--- src/hw/prw_consts.svh ---
`ifndef PRW_CONSTS_SVH
`define PRW_CONSTS_SVH

// down-counter geometry and reload value
`define PRW_CNT_W 16
`define PRW_CNT_INIT 16'hffff
`define PRW_CNT_ZERO 16'h0000

// reference clock and watchdog reset pulse on the pin
`define PRW_CLK_MHZ 50
`define PRW_RST_HOLD_NS 2000
`define PRW_RST_HOLD_CYC ((`PRW_RST_HOLD_NS * `PRW_CLK_MHZ + 999) / 1000)
`define PRW_HOLD_W 8

`endif

--- src/hw/prw_pkg.sv ---
`include "prw_consts.svh"

package prw_pkg;

    // instruction retired by the cpu in the current cycle
    typedef enum logic [2:0] {
        PRW_OP_OTHER = 3'h0,
        PRW_OP_GUARD_RESTART = 3'h1,
        PRW_OP_GUARD_DISABLE = 3'h2,
        PRW_OP_POWER_OFF_ARM = 3'h3,
        PRW_OP_POWER_OFF = 3'h4
    } prw_op_t;

    typedef struct packed {
        logic instr_tick;
        logic retire;
        prw_op_t op;
        logic power_down_entry;
        logic power_down_return;
    } prw_cmd_t;

    typedef struct packed {
        logic guard_enable_flag;
        logic first_underflow_flag;
        logic second_underflow_flag;
        logic watchdog_reset;
        logic skip_next;
    } prw_status_t;

    typedef enum logic [0:0] {
        PRW_ST_RUN = 1'b0,
        PRW_ST_RESET = 1'b1
    } prw_state_t;

    typedef struct packed {
        prw_state_t st;
        logic guard_enable_flag;
        logic first_underflow_flag;
        logic second_underflow_flag;
        logic watchdog_reset;
        logic skip_next;
        logic pin_out;
        logic pin_oe_n;
        logic [`PRW_HOLD_W-1:0] hold_cnt;
    } prw_main_t;

    typedef struct packed {
        logic [`PRW_CNT_W-1:0] count;
    } prw_cnt_state_t;

    typedef struct packed {
        logic armed;
    } prw_pair_state_t;

endpackage

--- src/hw/prw_watchdog.sv ---
// What this block does
// after reset the counter runs down from all ones, once per instruction clock
// an underflow sets the first underflow flag
// underflow with first flag set sets second flag and raises watchdog reset
// watchdog reset turns on the reset pin transistor, driving it low
// software restarts the watchdog within 65534 machine cycles
// watchdog reset acts only while the guard enable flag is one
// disable then restart clears the guard enable flag
// disable alone leaves the watchdog running and enabled
// enable flag forced to one at system reset and RAM back-up entry
// restart with first flag set clears it and skips the next instruction
// restart with first flag clear does not skip
// restart test-and-skip works while the watchdog reset is disabled
// power-down entry reloads the counter and clears the first flag
// software clears the first flag with restart just before power-down
// watchdog is active again after each return from power-down
// the disable-restart pair counts only in consecutive instruction cycles
// watchdog-caused reset clears both flags and reloads the counter
`timescale 1ns/100ps
`default_nettype none
`include "prw_consts.svh"

module prw_watchdog
#(
    parameter int CNT_W = `PRW_CNT_W,
    parameter int HOLD_CYC = `PRW_RST_HOLD_CYC
)
(
    // clock and reset
    input wire logic ref_clk,
    input wire logic srst,
    // cpu side
    input wire prw_pkg::prw_cmd_t cmd,
    output prw_pkg::prw_status_t status,
    output logic [CNT_W-1:0] runaway_down_counter,
    // open-drain reset pin
    input wire logic reset_pin_in,
    output logic reset_pin_out,
    output logic reset_pin_oe_n
);
    import prw_pkg::*;

    localparam logic [`PRW_HOLD_W-1:0] HOLD_LAST = `PRW_HOLD_W'(HOLD_CYC - 1);
    localparam logic [CNT_W-1:0] CNT_ZERO = CNT_W'(`PRW_CNT_ZERO);

    prw_main_t s_r;
    prw_main_t s_nxt;

    logic restart_exec;
    logic disable_exec;
    logic underflow;
    logic pair;
    logic ext_reset;
    logic reinit;
    logic cnt_load;
    logic cnt_dec;
    logic [CNT_W-1:0] count;

    assign restart_exec = cmd.retire && (cmd.op == PRW_OP_GUARD_RESTART);
    assign disable_exec = cmd.retire && (cmd.op == PRW_OP_GUARD_DISABLE);

    // pin pulled low by someone else while we are not driving it
    assign ext_reset = !reset_pin_in && s_r.pin_oe_n;

    // underflow is the count pulse arriving while the counter already reads zero
    assign underflow = (s_r.st == PRW_ST_RUN) && cmd.instr_tick && (count == CNT_ZERO);

    prw_pair_detect u_pair
    (
        .ref_clk(ref_clk),
        .srst(srst),
        .clear(reinit || (s_r.st != PRW_ST_RUN)),
        .retire(cmd.retire),
        .is_disable(cmd.op == PRW_OP_GUARD_DISABLE),
        .is_restart(cmd.op == PRW_OP_GUARD_RESTART),
        .pair(pair)
    );

    // the end of the reset pulse, or a foreign reset, acts as a system reset
    assign reinit = ext_reset
        || ((s_r.st == PRW_ST_RESET) && (s_r.hold_cnt == HOLD_LAST));

    // counting stops while the reset pin is held, then restarts from all ones
    assign cnt_load = reinit || cmd.power_down_entry;
    assign cnt_dec = cmd.instr_tick && (s_r.st == PRW_ST_RUN);

    prw_down_counter #(
        .WIDTH(CNT_W),
        .INIT(CNT_W'(`PRW_CNT_INIT))
    ) u_cnt
    (
        .ref_clk(ref_clk),
        .srst(srst),
        .load(cnt_load),
        .dec(cnt_dec),
        .count(count)
    );

    always_comb
    begin
        s_nxt = s_r;
        s_nxt.skip_next = 1'b0;
        s_nxt.pin_out = 1'b0;
        case (s_r.st)
            PRW_ST_RUN:
            begin
                if (ext_reset)
                begin
                    s_nxt.guard_enable_flag = 1'b1;
                    s_nxt.first_underflow_flag = 1'b0;
                    s_nxt.second_underflow_flag = 1'b0;
                end
                else
                begin
                    // test-and-skip ignores the enable flag
                    if (restart_exec && s_r.first_underflow_flag)
                    begin
                        s_nxt.first_underflow_flag = 1'b0;
                        s_nxt.skip_next = 1'b1;
                    end
                    // no skip when the flag was clear: skip_next stays low
                    if (pair)
                    begin
                        s_nxt.guard_enable_flag = 1'b0;
                    end
                    // a lone disable only arms the pair detector
                    if (underflow)
                    begin
                        if (s_r.first_underflow_flag && s_r.guard_enable_flag)
                        begin
                            s_nxt.second_underflow_flag = 1'b1;
                            s_nxt.watchdog_reset = 1'b1;
                            s_nxt.pin_oe_n = 1'b0;
                            s_nxt.hold_cnt = '0;
                            s_nxt.st = PRW_ST_RESET;
                        end
                        else
                        begin
                            // set wins over a restart in the same cycle
                            s_nxt.first_underflow_flag = 1'b1;
                        end
                    end
                    if (cmd.power_down_entry)
                    begin
                        s_nxt.first_underflow_flag = 1'b0;
                        s_nxt.guard_enable_flag = 1'b1;
                    end
                    if (cmd.power_down_return)
                    begin
                        s_nxt.guard_enable_flag = 1'b1;
                    end
                end
            end
            PRW_ST_RESET:
            begin
                s_nxt.hold_cnt = s_r.hold_cnt + `PRW_HOLD_W'(1);
                if (reinit)
                begin
                    s_nxt.st = PRW_ST_RUN;
                    s_nxt.guard_enable_flag = 1'b1;
                    s_nxt.first_underflow_flag = 1'b0;
                    s_nxt.second_underflow_flag = 1'b0;
                    s_nxt.watchdog_reset = 1'b0;
                    s_nxt.pin_oe_n = 1'b1;
                    s_nxt.hold_cnt = '0;
                end
            end
            default:
            begin
                s_nxt.st = PRW_ST_RUN;
                s_nxt.pin_oe_n = 1'b1;
            end
        endcase
    end

    always_ff @(posedge ref_clk)
    begin
        if (srst)
        begin
            s_r.st <= PRW_ST_RUN;
            s_r.guard_enable_flag <= 1'b1;
            s_r.first_underflow_flag <= 1'b0;
            s_r.second_underflow_flag <= 1'b0;
            s_r.watchdog_reset <= 1'b0;
            s_r.skip_next <= 1'b0;
            s_r.pin_out <= 1'b0;
            s_r.pin_oe_n <= 1'b1;
            s_r.hold_cnt <= '0;
        end
        else
        begin
            s_r <= s_nxt;
        end
    end

    assign status.guard_enable_flag = s_r.guard_enable_flag;
    assign status.first_underflow_flag = s_r.first_underflow_flag;
    assign status.second_underflow_flag = s_r.second_underflow_flag;
    assign status.watchdog_reset = s_r.watchdog_reset;
    assign status.skip_next = s_r.skip_next;
    assign runaway_down_counter = count;
    assign reset_pin_out = s_r.pin_out;
    assign reset_pin_oe_n = s_r.pin_oe_n;

endmodule
`default_nettype wire

--- src/hw/prw_down_counter.sv ---
`timescale 1ns/100ps
`default_nettype none
`include "prw_consts.svh"

module prw_down_counter
#(
    parameter int WIDTH = `PRW_CNT_W,
    parameter logic [WIDTH-1:0] INIT = `PRW_CNT_INIT
)
(
    // clock and reset
    input wire logic ref_clk,
    input wire logic srst,
    // control
    input wire logic load,
    input wire logic dec,
    // state
    output logic [WIDTH-1:0] count
);
    import prw_pkg::*;

    logic [WIDTH-1:0] s_r;
    logic [WIDTH-1:0] s_nxt;

    always_comb
    begin
        s_nxt = s_r;
        if (load)
        begin
            s_nxt = INIT;
        end
        else if (dec)
        begin
            // wraps from zero to all ones, as a binary counter does
            s_nxt = s_r - {{(WIDTH-1){1'b0}}, 1'b1};
        end
    end

    always_ff @(posedge ref_clk)
    begin
        if (srst)
        begin
            s_r <= INIT;
        end
        else
        begin
            s_r <= s_nxt;
        end
    end

    assign count = s_r;

endmodule
`default_nettype wire

--- src/hw/prw_pair_detect.sv ---
`timescale 1ns/100ps
`default_nettype none

module prw_pair_detect
(
    // clock and reset
    input wire logic ref_clk,
    input wire logic srst,
    // retired instruction
    input wire logic clear,
    input wire logic retire,
    input wire logic is_disable,
    input wire logic is_restart,
    // result
    output logic pair
);
    import prw_pkg::*;

    prw_pair_state_t s_r;
    prw_pair_state_t s_nxt;

    always_comb
    begin
        s_nxt = s_r;
        if (clear)
        begin
            s_nxt.armed = 1'b0;
        end
        else if (retire)
        begin
            // any other instruction in between drops the arming
            s_nxt.armed = is_disable;
        end
    end

    always_ff @(posedge ref_clk)
    begin
        if (srst)
        begin
            s_r <= '0;
        end
        else
        begin
            s_r <= s_nxt;
        end
    end

    assign pair = retire && is_restart && s_r.armed && !clear;

endmodule
`default_nettype wire

--- config.mk ---
export PLATFORM = sky130hd
export DESIGN_NAME = prw_watchdog
export DESIGN_NICKNAME = d
export VERILOG_FILES = /design/src/hw/prw_pkg.sv /design/src/hw/prw_watchdog.sv /design/src/hw/prw_down_counter.sv /design/src/hw/prw_pair_detect.sv
export VERILOG_INCLUDE_DIRS = /design/src /design/src/hw
export SDC_FILE = /design/constraint.sdc
export NUM_CORES = 1
export LEC_CHECK = 0
export BUFFER_PORTS_ARGS = -buffer_cell sky130_fd_sc_hd__clkbuf_2
export CAP_MARGIN = 5
export CORE_MARGIN = 2
export CORE_UTILIZATION = 30
export CTS_BUF_LIST = sky130_fd_sc_hd__clkbuf_2
export DETAILED_ROUTE_END_ITERATION = 8
export PLACE_DENSITY = 0.59
export SKIP_LAST_GASP = 1
export SYNTH_ARGS = -nofsm -noshare
export SYNTH_HDL_FRONTEND = slang
export SYNTH_SLANG_ARGS = --single-unit
--- constraint.sdc ---
create_clock -name ref_clk -period 3.8 [get_ports ref_clk]
set_input_delay 0.76 -clock ref_clk [delete_from_list [all_inputs] [get_ports ref_clk]]
set_output_delay 0.76 -clock ref_clk [all_outputs]
set_load 0.005 [all_outputs]
==> impl_metrics.ini <==
[timing]
final-setup-viol-count = 0
setup_tns_ps = 0
fin_crit_sh = 0.5972
drv_slew = 0
tightest_slew_ps = 895.7
relSlewSlack = 0.3993
hold_viol_final = 0
clock_skew_ps = 24.64
rsz0062_at_grt = no
clock.fmax_mhz = 440.6
period_minus_slack_ps = 2269

[route]
vias_per_cell = 4.864
dr.pass1.iters = 4
antenna_left = 0
drt-initial-drc-count = 103
drc = 0
wl_um = 3519
routedWlPerCell_um = 12.61
vias = 1357

[global_route]
grt_pass1_vias = 1286
grt_usage = 0.1309
grt_pass1_wl_um = 6292
grt_max_degree = 17
grt.overflow.total = 0
antenna_found_initial = 0

[setup_path]
reg2reg_depth = 4
crit_path_top_delay_cell = or4_1
r2r_end = status[3]
cp.arrival_ps = 2580
cp-start-kind = flop
critPathRequiredTime_ps = 4110
cpMostUsedCell = or4_1
r2r_slack_ps = 1530
crit_type = flop to flop
path_max_fanout = 9
crit_path_max_incr_delay_ps = 680
cp_cell_sequence = or4_1 > or4_1 > or4_1 > o31ai_1
worst_setup_path_end_kind = flop
reg2reg_from = u_cnt.count[10]

[cells_and_area]
utilization = 0.3596
drive_above_1_share = 0.2201
design_area_um2 = 1837
final-instance-count-excl-fill = 279
area_delta_synth_final_pct = 15.96
diodes = 0
final_nets = 221

[min_path]
hold_path_class = flop to flop
hold_path_startpoint = status[1]
worst_hold_path.endpoint = status[1]
min_path_cells = 2

[placed_design]
place.port_buffers = 31
dpl-instance-area_um2 = 1769
dp_hpwl_um = 2577
gp_congestion = 0.7827
placed_cells = 271

[floorplan]
io_pins = 33
rows = 26
initial_core_util = 0.3101
core_um2 = 5107
dieWidth_um = 76.67
die_area_um2 = 5878
dieHeight_um = 76.67

[logic_synthesis]
synth_fp_nets = 193
netlist_area_um2 = 1584
synthTopCellsByArea = dfxtp_1 (40%), nand3_1 (4.1%), nand2_1 (4.0%), xor2_1 (3.3%), buf_4 (2.8%)
synthCells = 180
synth_seq_area_share = 0.4044
synth_top_cell_by_area = dfxtp_1
synthArstFlopShare = 0
yosysMostFrequentCell = dfxtp_1
yosysTopAreaCellShare = 0.4044
synth_flop_cell = dfxtp_1
ys_seq_elements = 32
synth.avg_cell_area_um2 = 8.800
synth_cell_types = 44
synth_commonest_cells = dfxtp_1 (32), nand2_1 (17), nand3_1 (13)
synth_edf_count = 0
yosysWarnings = 0

[clocking]
cts.clk_slew.worst_paths_ps = 190
cts_root_buf = clkbuf_2
clock-sinks = 32
postCtsHoldBufs = 0
htree_levels = 2
tritoncts = done
cts_setup_buffers = 0
numCtsBuffers = 5
clkLatencyLatePin_ps = 400
cts_max_path_buffers = 2
cts_resized = 0

[power]
seqPwrFrac = 0.564
p_leak_nw = 0.7307
combinationalPowerShare = 0.037
p_switching_mw = 0.1432
p_total_mw = 0.5986
p_sw_frac = 0.2392
pwr-share-clk = 0.400
vdd_drop_max_v = 0.0001646
pwr_density_cell_nw_per_um2 = 325.9
p_int_mw = 0.4554

[outcome]
status = completed

[flow_run]
drv_cap = 0
[per-layer routing]
layer,track usage,up-vias,part of all wire
li1,-,711,-
met1,0.1738,613,0.49
met2,0.1991,26,0.45
met3,0.03294,7,0.038
met4,0.06000,0,0.019
met5,0,-,0
[state kept, by name, summed over array words and instances (netlist names)]
| register | cells |
|---|---|
| s_r | 9 |
| status | 5 |
| u_cnt.count | 16 |
| u_pair.s_r | 1 |
| reset_pin_oe_n | 1 |
[power groups by stage]
stage               sequential (mW)  clock, mW  combinational, mW
finish                        0.337      0.239             0.0219
global route                  0.338      0.262             0.0247
CTS                           0.337      0.247             0.0218
detailed placement            0.344          0             0.0217
global placement              0.344          0             0.0218
floorplan                     0.344          0             0.0128
[worst max-delay path: cells and delay by family, from the launching register on]
family             cells  cell delay (ps)
and+or+nand+nor        3             1690
DFF                    1              420
AOI/OAI and AO/OA      1               70
[worst max-delay path by stage]
stage	start	to	slack, ps	cells past startpoint
after floorplan	cmd[6]	status[3]	1490	5
after global placement	cmd[6]	status[3]	1350	5
after detailed placement	cmd[6]	status[3]	1350	5
after CTS	u_cnt.count[10]	status[3]	1530	4
after global routing	u_cnt.count[10]	status[3]	1420	4
final	u_cnt.count[10]	status[3]	1530	4
[cell usage in the layout (no fill, tap or decap), drive strengths merged, types with 4 or more instances in the layout]
master and n:
clkbuf 36, dfxtp 32, nand2 17, nand3 13
nor4 7, nor3 7, nor2 7, or4 6
xor2 6, and3 5, a21oi 5, inv 4
nand2b 4, or2 4, xnor2 4, o31ai 4
[per-stage QoR]
stage          setup slack, ps  hold slack, ps
5_1_grt                   1420           513.8
3_3_place_gp              1352           466.5
3_5_place_dp              1347           469.0
4_1_cts                   1526           491.7
6_report                  1531           485.7
2_1_floorplan             1494           436.3
[area by class of cell]
cell class	instances	area, um^2
fill	564	3271
tap	70	87.58
clock inverter	3	42.54
inverter	4	15.01
timing repair buffer	32	162.7
multi-input combinational	133	863.3
sequential	32	640.6
clock buffer	5	25.02
[cell families after synthesis]
family	Yosys count	share of synthesized area
simple gates	88	0.3167
flops	32	0.4044
compound gates	30	0.1406
buf+inv	15	0.05054
xor+xnor	10	0.05529
fa+ha+maj	3	0.02370
other cells	1	0.002367
mux	1	0.006319
(Power assumes the default switching activity.)
